<file path="config.mk">
export PLATFORM = sky130hd
export DESIGN_NAME = rbl_boot
export DESIGN_NICKNAME = d
export VERILOG_FILES = /design/src/rbl_fifo.v /design/src/rbl_boot.v
export VERILOG_INCLUDE_DIRS = /design/src
export SDC_FILE = /design/constraint.sdc
export NUM_CORES = 1
export LEC_CHECK = 0
export BUFFER_PORTS_ARGS = -buffer_cell sky130_fd_sc_hd__buf_2
export CAP_MARGIN = 30
export CORE_AREA = 2 2 192 156
export CTS_BUF_LIST = sky130_fd_sc_hd__clkbuf_16
export CTS_CLUSTER_DIAMETER = 200
export DETAILED_ROUTE_END_ITERATION = 16
export DIE_AREA = 0 0 194 158
export PLACE_DENSITY_LB_ADDON = 0.1
export SKIP_CTS_REPAIR_TIMING = 1
export SYNTH_ARGS = -nofsm -noshare
export SYNTH_HDL_FRONTEND = slang
export SYNTH_HIERARCHICAL = 1
export SYNTH_SLANG_ARGS = --single-unit
</file>
<file path="constraint.sdc">
create_clock -name clk_in -period 10.1 [get_ports clk_in]
set_clock_uncertainty 0.2 [all_clocks]
set_input_delay 2.02 -clock clk_in [delete_from_list [all_inputs] [get_ports clk_in]]
set_output_delay 2.02 -clock clk_in [all_outputs]
set_load 0.01 [all_outputs]
</file>
<file path="src/rbl_map.vh">
// constants for the reset boot loader
`ifndef RBL_MAP_VH
`define RBL_MAP_VH
`define RBL_MODE_EXT     3'h0
`define RBL_MODE_FLASH8  3'h1
`define RBL_MODE_SPI8    3'h2
`define RBL_MODE_SPI16   3'h3
`define RBL_EXT_START    32'h02000000
`define RBL_L2_START     32'h00000000
`define RBL_SPI_READ_CMD 8'h03
`define RBL_SPI_ADDR     16'h0000
`define RBL_FL_SETUP     5'h04
`define RBL_FL_ACCESS    5'h0f
`define RBL_FL_HOLD      5'h03
`define RBL_SCK_HALF     4'h4
`define RBL_HDR_BYTES    3'h4
`define RBL_FIFO_DEPTH   8
`endif

</file>
<file path="src/rbl_fifo.v">
// byte fifo between the boot source and the l2 write port
`timescale 1ns/1ps
module rbl_fifo #(
  parameter WIDTH = 8,
  parameter DEPTH = 8,
  parameter AW    = 3
) (
  input  wire             clk_in,
  input  wire             rst_in,
  input  wire             clr_in,
  input  wire [WIDTH-1:0] wr_data_in,
  input  wire             wr_valid_in,
  output wire             wr_ready_out,
  output reg  [WIDTH-1:0] rd_data_out,
  output wire             rd_valid_out,
  input  wire             rd_ready_in
);
  reg [WIDTH-1:0] mem_q [0:DEPTH-1];
  reg [AW:0]      wp_q;
  reg [AW:0]      rp_q;
  wire            full_w  = (wp_q[AW] != rp_q[AW]) && (wp_q[AW-1:0] == rp_q[AW-1:0]);
  wire            empty_w = (wp_q == rp_q);
  wire            push_w  = wr_valid_in && !full_w;
  wire            pop_w   = rd_ready_in && !empty_w;
  wire [AW-1:0]   nxt_w   = pop_w ? rp_q[AW-1:0] + 1'b1 : rp_q[AW-1:0];
  assign wr_ready_out = !full_w;
  assign rd_valid_out = !empty_w;
  // storage write
  always @(posedge clk_in) begin
    if (push_w) begin
      mem_q[wp_q[AW-1:0]] <= wr_data_in;
    end
  end
  // pointers and registered head data
  always @(posedge clk_in or posedge rst_in) begin
    if (rst_in) begin
      wp_q        <= {(AW+1){1'b0}};
      rp_q        <= {(AW+1){1'b0}};
      rd_data_out <= {WIDTH{1'b0}};
    end else if (clr_in) begin
      wp_q <= {(AW+1){1'b0}};
      rp_q <= {(AW+1){1'b0}};
    end else begin
      if (push_w) begin
        wp_q <= wp_q + 1'b1;
      end
      if (pop_w) begin
        rp_q <= rp_q + 1'b1;
      end
      // a byte pushed into the next head slot bypasses the storage read
      rd_data_out <= (push_w && (wp_q[AW-1:0] == nxt_w)) ? wr_data_in : mem_q[nxt_w];
    end
  end
endmodule // rbl_fifo

</file>
<file path="src/rbl_boot.v">
// reset boot sequencer: strap decode, flash or spi load into l2, then jump
// Overview of operation
// - strap 000 external execution, 001 eight-bit flash, 010 spi eight-bit address.
// - strap 011 spi sixteen-bit address; 100 to 111 reserved, no boot.
// - strap captured on every power-on reset and software reset.
// - external mode skips loading, starts fetch at 0x2000000 with 16-bit packing.
// - flash read on bank 0 with 4 setup, 15 access, 3 hold cycles.
// - spi boot drives select flag, sends read command at address 0x00.
// - sixteen-bit spi mode sends two address bytes 0x0000.
// - first four bytes read give the byte count to load.
// - after the load, jump to the first l2 address.
// - bypass setting makes a software reset jump straight to l2 start.
`timescale 1ns/1ps
`include "rbl_map.vh"
module rbl_boot (
  input  wire        clk_in,
  input  wire        rst_in,
  input  wire        sw_reset_in,
  input  wire        sw_bypass_in,
  input  wire [2:0]  boot_select_strap_in,
  output reg         flash_bank0_sel_out,
  output reg         flash_rd_out,
  output reg  [31:0] flash_addr_out,
  input  wire [7:0]  flash_data_in,
  output reg         spi_boot_device_select_out,
  output reg         spi_sck_out,
  output reg         spi_mosi_out,
  input  wire        spi_miso_in,
  output reg         l2_wr_out,
  output reg  [31:0] l2_addr_out,
  output reg  [7:0]  l2_data_out,
  output reg         pack16_out,
  output reg         jump_out,
  output reg  [31:0] jump_addr_out,
  output reg         busy_out,
  output reg         reserved_mode_out,
  output wire [2:0]  boot_mode_out
);
  localparam S_IDLE  = 3'h0;
  localparam S_SETUP = 3'h1;
  localparam S_FLASH = 3'h2;
  localparam S_CMD   = 3'h3;
  localparam S_RECV  = 3'h4;
  localparam S_DRAIN = 3'h5;
  localparam S_DONE  = 3'h6;
  localparam S_HALT  = 3'h7;

  // pin synchronisers for the strap and miso
  reg  [2:0] strap_m_q, strap_s_q;
  reg        miso_m_q, miso_s_q;
  always @(posedge clk_in or posedge rst_in) begin
    if (rst_in) begin
      strap_m_q <= 3'h0;
      strap_s_q <= 3'h0;
      miso_m_q  <= 1'b0;
      miso_s_q  <= 1'b0;
    end else begin
      strap_m_q <= boot_select_strap_in;
      strap_s_q <= strap_m_q;
      miso_m_q  <= spi_miso_in;
      miso_s_q  <= miso_m_q;
    end
  end

  reg  [2:0]  state_q;
  reg  [2:0]  mode_q;
  reg  [1:0]  start_q;      // delay so the strap synchroniser fills after release
  reg         pend_q;       // boot requested
  reg         bypass_q;
  reg  [4:0]  tcnt_q;
  reg  [1:0]  phase_q;      // flash: setup/access/hold
  reg  [2:0]  hdr_q;
  reg  [31:0] count_q;
  reg  [31:0] src_q;
  reg  [31:0] dst_q;
  reg  [4:0]  bit_q;
  reg  [23:0] sh_q;
  reg  [7:0]  rx_q;
  reg  [3:0]  div_q;
  reg  [7:0]  byte_d;
  reg         byte_v;
  wire        fifo_rdy, fifo_v;
  wire [7:0]  fifo_dat;
  wire        sck_tick = (div_q == `RBL_SCK_HALF - 4'h1);
  wire        is_spi   = (mode_q == `RBL_MODE_SPI8) || (mode_q == `RBL_MODE_SPI16);
  wire        in_hdr   = (hdr_q != 3'h0);
  wire        sink     = (state_q == S_FLASH) || (state_q == S_RECV) || (state_q == S_DRAIN);
  wire        pop      = fifo_v && sink;
  assign boot_mode_out = mode_q;

  rbl_fifo #(.WIDTH(8), .DEPTH(`RBL_FIFO_DEPTH), .AW(3)) u_fifo (
    .clk_in       (clk_in),
    .rst_in       (rst_in),
    .clr_in       (state_q == S_IDLE),
    .wr_data_in   (byte_d),
    .wr_valid_in  (byte_v),
    .wr_ready_out (fifo_rdy),
    .rd_data_out  (fifo_dat),
    .rd_valid_out (fifo_v),
    .rd_ready_in  (pop)
  );

  // byte produced by either source this cycle
  always @* begin
    byte_d = 8'h00;
    byte_v = 1'b0;
    if (state_q == S_FLASH && phase_q == 2'h1 && tcnt_q == 5'h00) begin
      byte_d = flash_data_in;
      byte_v = 1'b1;
    end else if (state_q == S_RECV && spi_sck_out && sck_tick && bit_q == 5'h07) begin
      byte_d = {rx_q[6:0], miso_s_q};
      byte_v = 1'b1;
    end
  end

  // main sequencer
  always @(posedge clk_in or posedge rst_in) begin
    if (rst_in) begin
      state_q <= S_IDLE; mode_q <= 3'h0; start_q <= 2'h0; pend_q <= 1'b1;
      bypass_q <= 1'b0; tcnt_q <= 5'h00; phase_q <= 2'h0; hdr_q <= 3'h0;
      count_q <= 32'h0; src_q <= 32'h0; dst_q <= 32'h0; bit_q <= 5'h00;
      sh_q <= 24'h0; rx_q <= 8'h00; div_q <= 4'h0;
      flash_bank0_sel_out <= 1'b0; flash_rd_out <= 1'b0; flash_addr_out <= 32'h0;
      spi_boot_device_select_out <= 1'b0; spi_sck_out <= 1'b0; spi_mosi_out <= 1'b0;
      l2_wr_out <= 1'b0; l2_addr_out <= 32'h0; l2_data_out <= 8'h00;
      pack16_out <= 1'b0; jump_out <= 1'b0; jump_addr_out <= 32'h0;
      busy_out <= 1'b1; reserved_mode_out <= 1'b0;
    end else begin
      jump_out  <= 1'b0;
      l2_wr_out <= 1'b0;
      div_q     <= sck_tick ? 4'h0 : div_q + 4'h1;
      // software reset restarts sequencing and recaptures the strap
      if (sw_reset_in) begin
        state_q <= S_IDLE; start_q <= 2'h0; pend_q <= 1'b1;
        bypass_q <= sw_bypass_in;
        busy_out <= 1'b1;
        flash_bank0_sel_out <= 1'b0; flash_rd_out <= 1'b0;
        spi_boot_device_select_out <= 1'b0; spi_sck_out <= 1'b0;
        reserved_mode_out <= 1'b0; pack16_out <= 1'b0; // mode flags follow the new capture
      end else begin
        // payload write into l2, rising addresses
        if (pop) begin
          if (in_hdr) begin
            count_q <= {fifo_dat, count_q[31:8]};
            hdr_q   <= hdr_q - 3'h1;
          end else if (count_q != 32'h0) begin
            l2_wr_out   <= 1'b1;
            l2_addr_out <= dst_q;
            l2_data_out <= fifo_dat;
            dst_q       <= dst_q + 32'h1;
            count_q     <= count_q - 32'h1;
          end
        end
        case (state_q)
          S_IDLE: begin
            if (start_q != 2'h3) begin
              start_q <= start_q + 2'h1;
            end else if (pend_q) begin
              pend_q <= 1'b0;
              mode_q <= strap_s_q;
              hdr_q  <= `RBL_HDR_BYTES;
              count_q <= 32'h0; src_q <= 32'h0; dst_q <= `RBL_L2_START;
              if (bypass_q) begin
                state_q <= S_DONE;
              end else begin
                case (strap_s_q)
                  `RBL_MODE_EXT: begin
                    pack16_out <= 1'b1;
                    jump_out <= 1'b1;
                    jump_addr_out <= `RBL_EXT_START;
                    busy_out <= 1'b0;
                    state_q <= S_HALT;
                  end
                  `RBL_MODE_FLASH8: begin
                    state_q <= S_SETUP;
                  end
                  `RBL_MODE_SPI8: begin
                    sh_q <= {`RBL_SPI_READ_CMD, `RBL_SPI_ADDR};
                    bit_q <= 5'h0f;
                    spi_boot_device_select_out <= 1'b1;
                    state_q <= S_CMD;
                  end
                  `RBL_MODE_SPI16: begin
                    sh_q <= {`RBL_SPI_READ_CMD, `RBL_SPI_ADDR};
                    bit_q <= 5'h17;
                    spi_boot_device_select_out <= 1'b1;
                    state_q <= S_CMD;
                  end
                  default: begin
                    reserved_mode_out <= 1'b1;
                    busy_out <= 1'b0;
                    state_q <= S_HALT;
                  end
                endcase
              end
            end
          end
          S_SETUP: begin
            flash_bank0_sel_out <= 1'b1;
            flash_addr_out <= src_q;
            phase_q <= 2'h0;
            tcnt_q  <= `RBL_FL_SETUP - 5'h1;
            state_q <= S_FLASH;
          end
          S_FLASH: begin
            if (tcnt_q != 5'h00) begin
              tcnt_q <= tcnt_q - 5'h1;
            end else if (phase_q == 2'h0) begin
              flash_rd_out <= 1'b1;
              phase_q <= 2'h1;
              tcnt_q  <= `RBL_FL_ACCESS - 5'h1;
            end else if (phase_q == 2'h1) begin
              if (fifo_rdy) begin
                flash_rd_out <= 1'b0;
                phase_q <= 2'h2;
                tcnt_q  <= `RBL_FL_HOLD - 5'h1;
                src_q   <= src_q + 32'h1;
              end
            end else begin
              if (!in_hdr && count_q == 32'h0 && !fifo_v) begin
                flash_bank0_sel_out <= 1'b0;
                state_q <= S_DONE;
              end else if ((hdr_q > 3'h1) || (count_q > 32'h1)) begin
                state_q <= S_SETUP;
              end else if (hdr_q == 3'h1 || count_q == 32'h1) begin
                state_q <= S_SETUP;
              end else begin
                state_q <= S_DRAIN;
              end
            end
          end
          S_CMD: begin
            if (sck_tick) begin
              spi_sck_out <= ~spi_sck_out;
              if (!spi_sck_out) begin
                spi_mosi_out <= sh_q[23];
                sh_q <= {sh_q[22:0], 1'b0};
              end else if (bit_q == 5'h00) begin
                state_q <= S_RECV;
              end else begin
                bit_q <= bit_q - 5'h1;
              end
            end
          end
          S_RECV: begin
            if (sck_tick && (fifo_rdy || !spi_sck_out)) begin
              spi_sck_out <= ~spi_sck_out;
              if (spi_sck_out) begin
                rx_q  <= {rx_q[6:0], miso_s_q};
                bit_q <= (bit_q == 5'h07) ? 5'h00 : bit_q + 5'h1;
                if (bit_q == 5'h07 && !in_hdr && count_q <= 32'h1 && !(hdr_q == 3'h1)) begin
                  state_q <= S_DRAIN;
                end
              end
            end
            if (!in_hdr && count_q == 32'h0 && !fifo_v && bit_q == 5'h00 && !spi_sck_out) begin
              state_q <= S_DONE;
            end
          end
          S_DRAIN: begin
            spi_sck_out <= 1'b0;
            if (!fifo_v && !in_hdr && count_q == 32'h0) begin
              state_q <= S_DONE;
            end else if (!fifo_v && (in_hdr || count_q != 32'h0)) begin
              state_q <= is_spi ? S_RECV : S_SETUP;
            end
          end
          S_DONE: begin
            spi_boot_device_select_out <= 1'b0;
            flash_bank0_sel_out <= 1'b0;
            jump_out <= 1'b1;
            jump_addr_out <= `RBL_L2_START;
            busy_out <= 1'b0;
            state_q  <= S_HALT;
          end
          S_HALT: begin
            state_q <= S_HALT;
          end
          default: begin
            state_q <= S_IDLE;
          end
        endcase
      end
    end
  end
endmodule // rbl_boot

</file>
==> run summary, run 1 <==
CP max-delay cell - mux2i_2
Worst VDD drop - 181 uV
hold depth - 0
CTS tree - done
fmax - 209 MHz
Crit Path Class - register to register
GPL Wtd Cong - 0.894
Async S/R FF share, synth - 79.4%
slowest stage delay, CP - 0.75 ns
crit-path cells - nor2b_1 -> o21ai_2 -> inv_2 -> inv_1 -> a41oi_4 -> buf_16 -> mux2i_2 -> a2111oi_0 -> or4_1 -> a222oi_1
most common cell in the netlist - dfrtp_1
DR DRC count - 0
RSZ-0062 raised after global routing - false
H-tree Lvls - 1
Initial DRT Pass Iterations - 6
fin cells - 1992
cell count after synthesis - 1520
std cell rows - 56
placed insts - 1933
largest area contributor in the netlist - dfrtp_1
setup ws final - 5.32 ns
final worst-path cycle share - 47.3%
clock buffer depth - 3
power share of the clock group - 35.5%
final setup vio count - 0
hold path start - strap_m_q[0]
Sequential Power Share - 47.9%
clock-pin transition on the worst setup and hold timing paths - 0.07 ns
P_sw - 0.000963 W
Hold Path End - strap_s_q[0]
Rel. slew slack - 29.8%
worst path arrival time - 5.03 ns
Max Slew Vio Count - 0
ys flop type - dfrtp_1
Initial Utilization - 54.3%
CP required - 10.35 ns
I/O pins - 133
gr usage total - 24.4%
Post-synth top cells - dfrtp_1, nor2_1, nand2_1, mux2_2, inv_1
clk_lat worst skew - 0.58 ns
synthesized cell area - 15700 um^2
Die ar. - 30700 um^2
worst-path fanout max - 30
Combinational Power Share - 16.7%
gr ovfl total - 0
largest net degree at the start of global routing - 100
synth warn - 6
WL per Instance - 19.0 um
MaxCap Viol Count - 0
Int Power - 0.00221 W
Port Buffers - 101
height of the chip - 158 um
vias per inst - 6.02
CTS Sinks - 311
drt initial violations - 1136
Post-Route WL - 37.8 mm
Final TNS setup - 0 ns
cell leakage power - 7.73 nW
final instance area - 17400 um^2
worst r2r src - state_q[2]
Reg2Reg Depth - 10
Reg2Reg Setup Slack - 5.32 ns
antenna-violating nets left - 0
Final Critical Period - 4.78 ns
Root Driver - clkbuf_16
Startpoint Class - register
status - finished, final reports clean
vias - 12000
# fillers - 2421
Synth Register Bits - 311
RR Endpoint - u_fifo/rd_data_out[2]
Core Box Area - 28900 um^2
initial antenna violation count - 0
first-pass GRT wire length - 60.9 mm
CTS Buf Count - 31
Die Wd - 194 um
average size of a mapped cell - 10.3 um^2
vias in the first global route - 11200
Final Hold Fails - 0
Ant. Diodes - 0
share of cells above drive strength 1 - 18.1%
EDFF count, synth - 64
P per Cell Area - 183 nW/um^2
Power Total - 0.00317 W
area delta synth->final - 11.0%
Final nets - 1622
area share of the largest cell type after synthesis - 39.1%
hold crit path type - register to register
crit-path leading delay family - compound AO/OA/AOI/OAI gates
DP HPWL - 25.6 mm
Seq/Total Area, Yosys - 51.7%
synth top area cells - dfrtp_1, edfxtp_1, mux2_2
Buf/Inv on CP - 3
placed cell area - 16400 um^2
Worst-Margin Slew - 1.05 ns
post-place setup slack - 5.11 ns
Worst setup EP type - register
Netlist cell types - 87
Sw Ratio - 30.3%
[registers in the layout, summed over array words and instances (netlist names), 2 cells and up]
signal,cells
l2_data_out,8
bit_q,5
l2_addr_out,32
flash_addr_out,32
div_q,4
state_q,3
count_q,32
strap_m_q,3
rx_q,7
strap_s_q,3
dst_q,32
u_fifo/mem_q,64
u_fifo/wp_q,4
src_q,32
sh_q,8
phase_q,2
boot_mode_out,3
u_fifo/rp_q,4
start_q,2
u_fifo/rd_data_out,8
hdr_q,3
tcnt_q,5
[power groups by stage]
| stage | Clock [W] | Combinational, W | Sequential (W) |
|---|---|---|---|
| after floorplan | 0 | 0.000410 | 0.00149 |
| after global placement | 0 | 0.000508 | 0.00153 |
| after detailed placement | 0 | 0.000522 | 0.00154 |
| after CTS | 0.00115 | 0.000524 | 0.00152 |
| after global routing | 0.00120 | 0.000590 | 0.00154 |
| final | 0.00113 | 0.000529 | 0.00152 |
[layout make-up]
cell class | count | area, um^2 | area share [%]
sequential | 311 | 8110 | 46.6
multi-input combinational | 1041 | 6770 | 38.9
clock buffer | 32 | 801 | 4.61
timing repair buffer | 124 | 742 | 4.27
tap | 377 | 472 | 2.71
inverter | 81 | 312 | 1.79
clock inverter | 26 | 186 | 1.07
[cell families (layout without fill, tap and decap cells)]
group / Yosys count / count (layout) / synth area share [%]
multiplexers: 90 / 90 / 6.45
flip-flops: 311 / 311 / 51.7
other: 1 / 31 / 0.0239
buffers and inverters: 198 / 263 / 5.90
XOR/XNOR: 72 / 72 / 4.31
AND/OR/NAND/NOR: 518 / 518 / 16.4
adder cells (fa/ha/maj): 16 / 16 / 1.28
AO/OA/AOI/OAI: 314 / 314 / 13.9
[placed cells by master, fill, tap and decap left out, types with 47 or more instances in the layout]
| master | count |
|---|---|
| mux2_2 | 80 |
| nand2_1 | 141 |
| nand3_1 | 48 |
| nor2_1 | 141 |
| edfxtp_1 | 64 |
| buf_2 | 101 |
| inv_1 | 80 |
| o21ai_0 | 73 |
| a21oi_1 | 47 |
| dfrtp_1 | 245 |
[worst register-to-register path, delay by kind of cell (launching register included)]
family / cells / cell delay [ns]
buf+inv: 3 / 0.75
simple gates: 2 / 1.06
mux: 1 / 0.76
compound gates: 4 / 1.20
flops: 1 / 0.70
[routing by layer]
metal  track usage [%]  vias to the layer above  wire (um)
li1                  -                     5607          -
met1              37.3                     5889      17800
met2              36.4                      447      16400
met3              3.88                       58       2760
met4              6.10                        0        788
met5                 0                        -          0
[stage by stage]
| step | hold WS (ns) | utilization [%] |
|---|---|---|
| 4_1_cts | 0.149 | 60.1 |
| 5_1_grt | 0.156 | 60.2 |
| 2_1_floorplan | 0.131 | - |
| 3_3_place_gp | 0.132 | 56.4 |
| 3_5_place_dp | 0.138 | 56.7 |
| 6_report | 0.146 | 60.2 |
[how the worst max path moves through the flow]
stage,from,endpoint,cells past startpoint
2_1_floorplan,rst_in,bit_q[0],1
3_3_place_gp,sw_reset_in,l2_data_out[6],7
6_report,state_q[2],u_fifo/rd_data_out[2],10
4_1_cts,state_q[2],u_fifo/rd_data_out[7],10
3_5_place_dp,sw_reset_in,l2_data_out[2],7
5_1_grt,state_q[2],u_fifo/rd_data_out[3],10
No activity file was read; power rests on OpenSTA's default activity.
==> inputs of run 2 (changes only) <==
- clock period: 10.1 -> 4.7 ns (I/O delays scaled with it)
==> run 2 against run 1 <==
  * Design area up 1.1%
  * Clock-buffer cell count up 3
  * Core utilization up 0.66 points
==> run summary, run 2 (synthesized netlist as in run 1, its figures left out) <==
gr ovfl total - 0 (unchanged)
drt initial violations - 1347 (+19%)
max reg flops - 64 (unchanged)
Final Hold Fails - 0 (unchanged)
height of the chip - 158 um (unchanged)
Core Box Area - 28900 um^2 (unchanged)
clock buffer depth - 3 (unchanged)
Post-Route WL - 38.8 mm (+2.6%)
status - finished, final reports clean
std cell rows - 56 (unchanged)
Final nets - 1640 (+1.1%)
met3 usage - 5.52% (+1.6 points)
DP HPWL - 26.4 mm (+3.2%)
Worst VDD drop - 377 uV (+110%)
Rel. slew slack - 34.0% (+4.2 points)
Die ar. - 30700 um^2 (unchanged)
worst-path fanout max - 17 (-43%)
H-tree Lvls - 2 (+1)
commonest non-fill, non-tap cell in the layout - dfrtp_1
CTS Sinks - 311 (unchanged)
antenna-violating nets left - 0 (unchanged)
GR Util met1 - 38.2% (+0.98 points)
MaxCap Viol Count - 0 (unchanged)
Port Buffers - 101 (unchanged)
Final Critical Period - 3.99 ns (-0.791 ns)
first-pass GRT wire length - 62.1 mm (+1.9%)
WL per Instance - 19.3 um (+1.7%)
clock-pin transition on the worst setup and hold timing paths - 0.06 ns (about the same)
placed insts - 1948 (+0.78%)
fmax - 251 MHz (+20%)
largest net degree at the start of global routing - 60 (-40%)
final worst-path cycle share - 84.8% (+38 points)
Startpoint Class - register
DR DRC count - 0 (unchanged)
CP required - 4.92 ns (-5.43 ns)
GPL Wtd Cong - 0.924 (+3.3%)
vias per inst - 5.99 (-0.63%)
worst path arrival time - 4.21 ns (-0.82 ns)
Hold WS - 0.146 ns (+0.000619 ns)
Max Slew Vio Count - 0 (unchanged)
Worst setup EP type - register
vias in the first global route - 11300 (+0.78%)
RSZ-0062 raised after global routing - false
most frequent cells in the layout - dfrtp_1, nand2_1, nor2_1, buf_2, inv_1
P per Cell Area - 398 nW/um^2 (+120%)
cell leakage power - 7.85 nW (+1.5%)
Initial Utilization - 54.3% (unchanged)
Worst-Margin Slew - 0.981 ns (-0.0687 ns)
busiest grt layer - met1
CTS tree - done
Crit Path Class - register to register
final core utilization - 60.9% (+0.66 points)
hold crit path type - register to register
Initial DRT Pass Iterations - 7 (+1)
CTS Buf Count - 34 (+9.7%)
GR Util met2 - 36.1% (-0.32 points)
clk_lat worst skew - 0.53 ns (-0.05 ns)
I/O pins - 133 (unchanged)
gr usage total - 25.2% (+0.84 points)
Die Wd - 194 um (unchanged)
Final TNS setup - 0 ns (unchanged)
fin cells - 2010 (+0.90%)
final setup vio count - 0 (unchanged)
Root Driver - clkbuf_16
vias - 12000 (+0.27%)
initial antenna violation count - 0 (unchanged)
share of cells above drive strength 1 - 18.6% (+0.55 points)
area delta synth->final - 12.2%
[run 2: changes by cell type in the layout (fill, tap and decap cells not counted), moves of 2 or more]
| cell | delta |
|---|---|
| buf_16 | -3 |
| buf_12 | +5 |
| clkbuf_16 | +3 |
| clkinv_4 | -3 |
| buf_4 | +13 |
| clkinv_2 | -2 |
| inv_1 | +6 |
[run 2: worst paths after layout]
path	from	end	slack (ns)	cells past startpoint
min in group asynchronous	rst_in	u_fifo/rp_q[1]	0.35	2
worst max-delay path	u_fifo/wp_q[1]	u_fifo/rd_data_out[0]	0.71	11
worst min-delay path	strap_m_q[2]	strap_s_q[2]	0.15	0
max in group asynchronous	rst_in	flash_addr_out[14]	3.15	4
worst max register to register	u_fifo/wp_q[1]	u_fifo/rd_data_out[0]	0.71	11
worst min register to register	strap_m_q[2]	strap_s_q[2]	0.15	0
[run 2: cell type report]
| type | instances | area [um^2] |
|---|---|---|
| Antenna cell | 1 | 2.50 |
| Clock buffer | 35 | 876 |
| Clock inverter | 25 | 189 |
| Fill cell | 2379 | 11300 |
| Inverter | 81 | 308 |
| Multi-Input combinational cell | 1041 | 6770 |
| Sequential cell | 311 | 8110 |
| Tap cell | 377 | 472 |
| Timing Repair Buffer | 139 | 857 |
[run 2: through the flow]
step	setup WS (ns)	cell area, um^2	total power (W)
detailed placement	0.595	16500	0.00443
CTS	0.596	17600	0.00703
floorplan	0.540	15800	0.00408
global route	0.449	17600	0.00735
finish	0.713	17600	0.00700
global placement	0.881	16400	0.00440
[run 2: routing by layer]
| metal | share of wire (%) | routed length (um) |
|---|---|---|
| met1 | 47 | 18300 |
| met2 | 43 | 16500 |
| met3 | 8.5 | 3290 |
| met4 | 1.8 | 689 |
| met5 | 0 | 0 |
[run 2: report_power, final]
group / internal, W / total [W] / leakage [nW] / switching [W]
Combinational: 0.000443 / 0.00117 / 3.54 / 0.000732
Sequential: 0.00298 / 0.00323 / 3.75 / 0.000254
Clock: 0.00151 / 0.00259 / 0.554 / 0.00108
Total: 0.00493 / 0.00700 / 7.85 / 0.00207
[run 2: worst max-delay path, stage by stage (launching register included)]
cell and delay [ns]:
dfrtp_1 0.50, xnor2_2 0.26, and2_1 0.21, nand2_1 0.21, o21ai_2 0.11, inv_2 0.08, inv_1 0.06, a41oi_4 0.44
mux2i_2 0.73, a2111oi_0 0.17, or4_1 0.59, a222oi_1 0.33
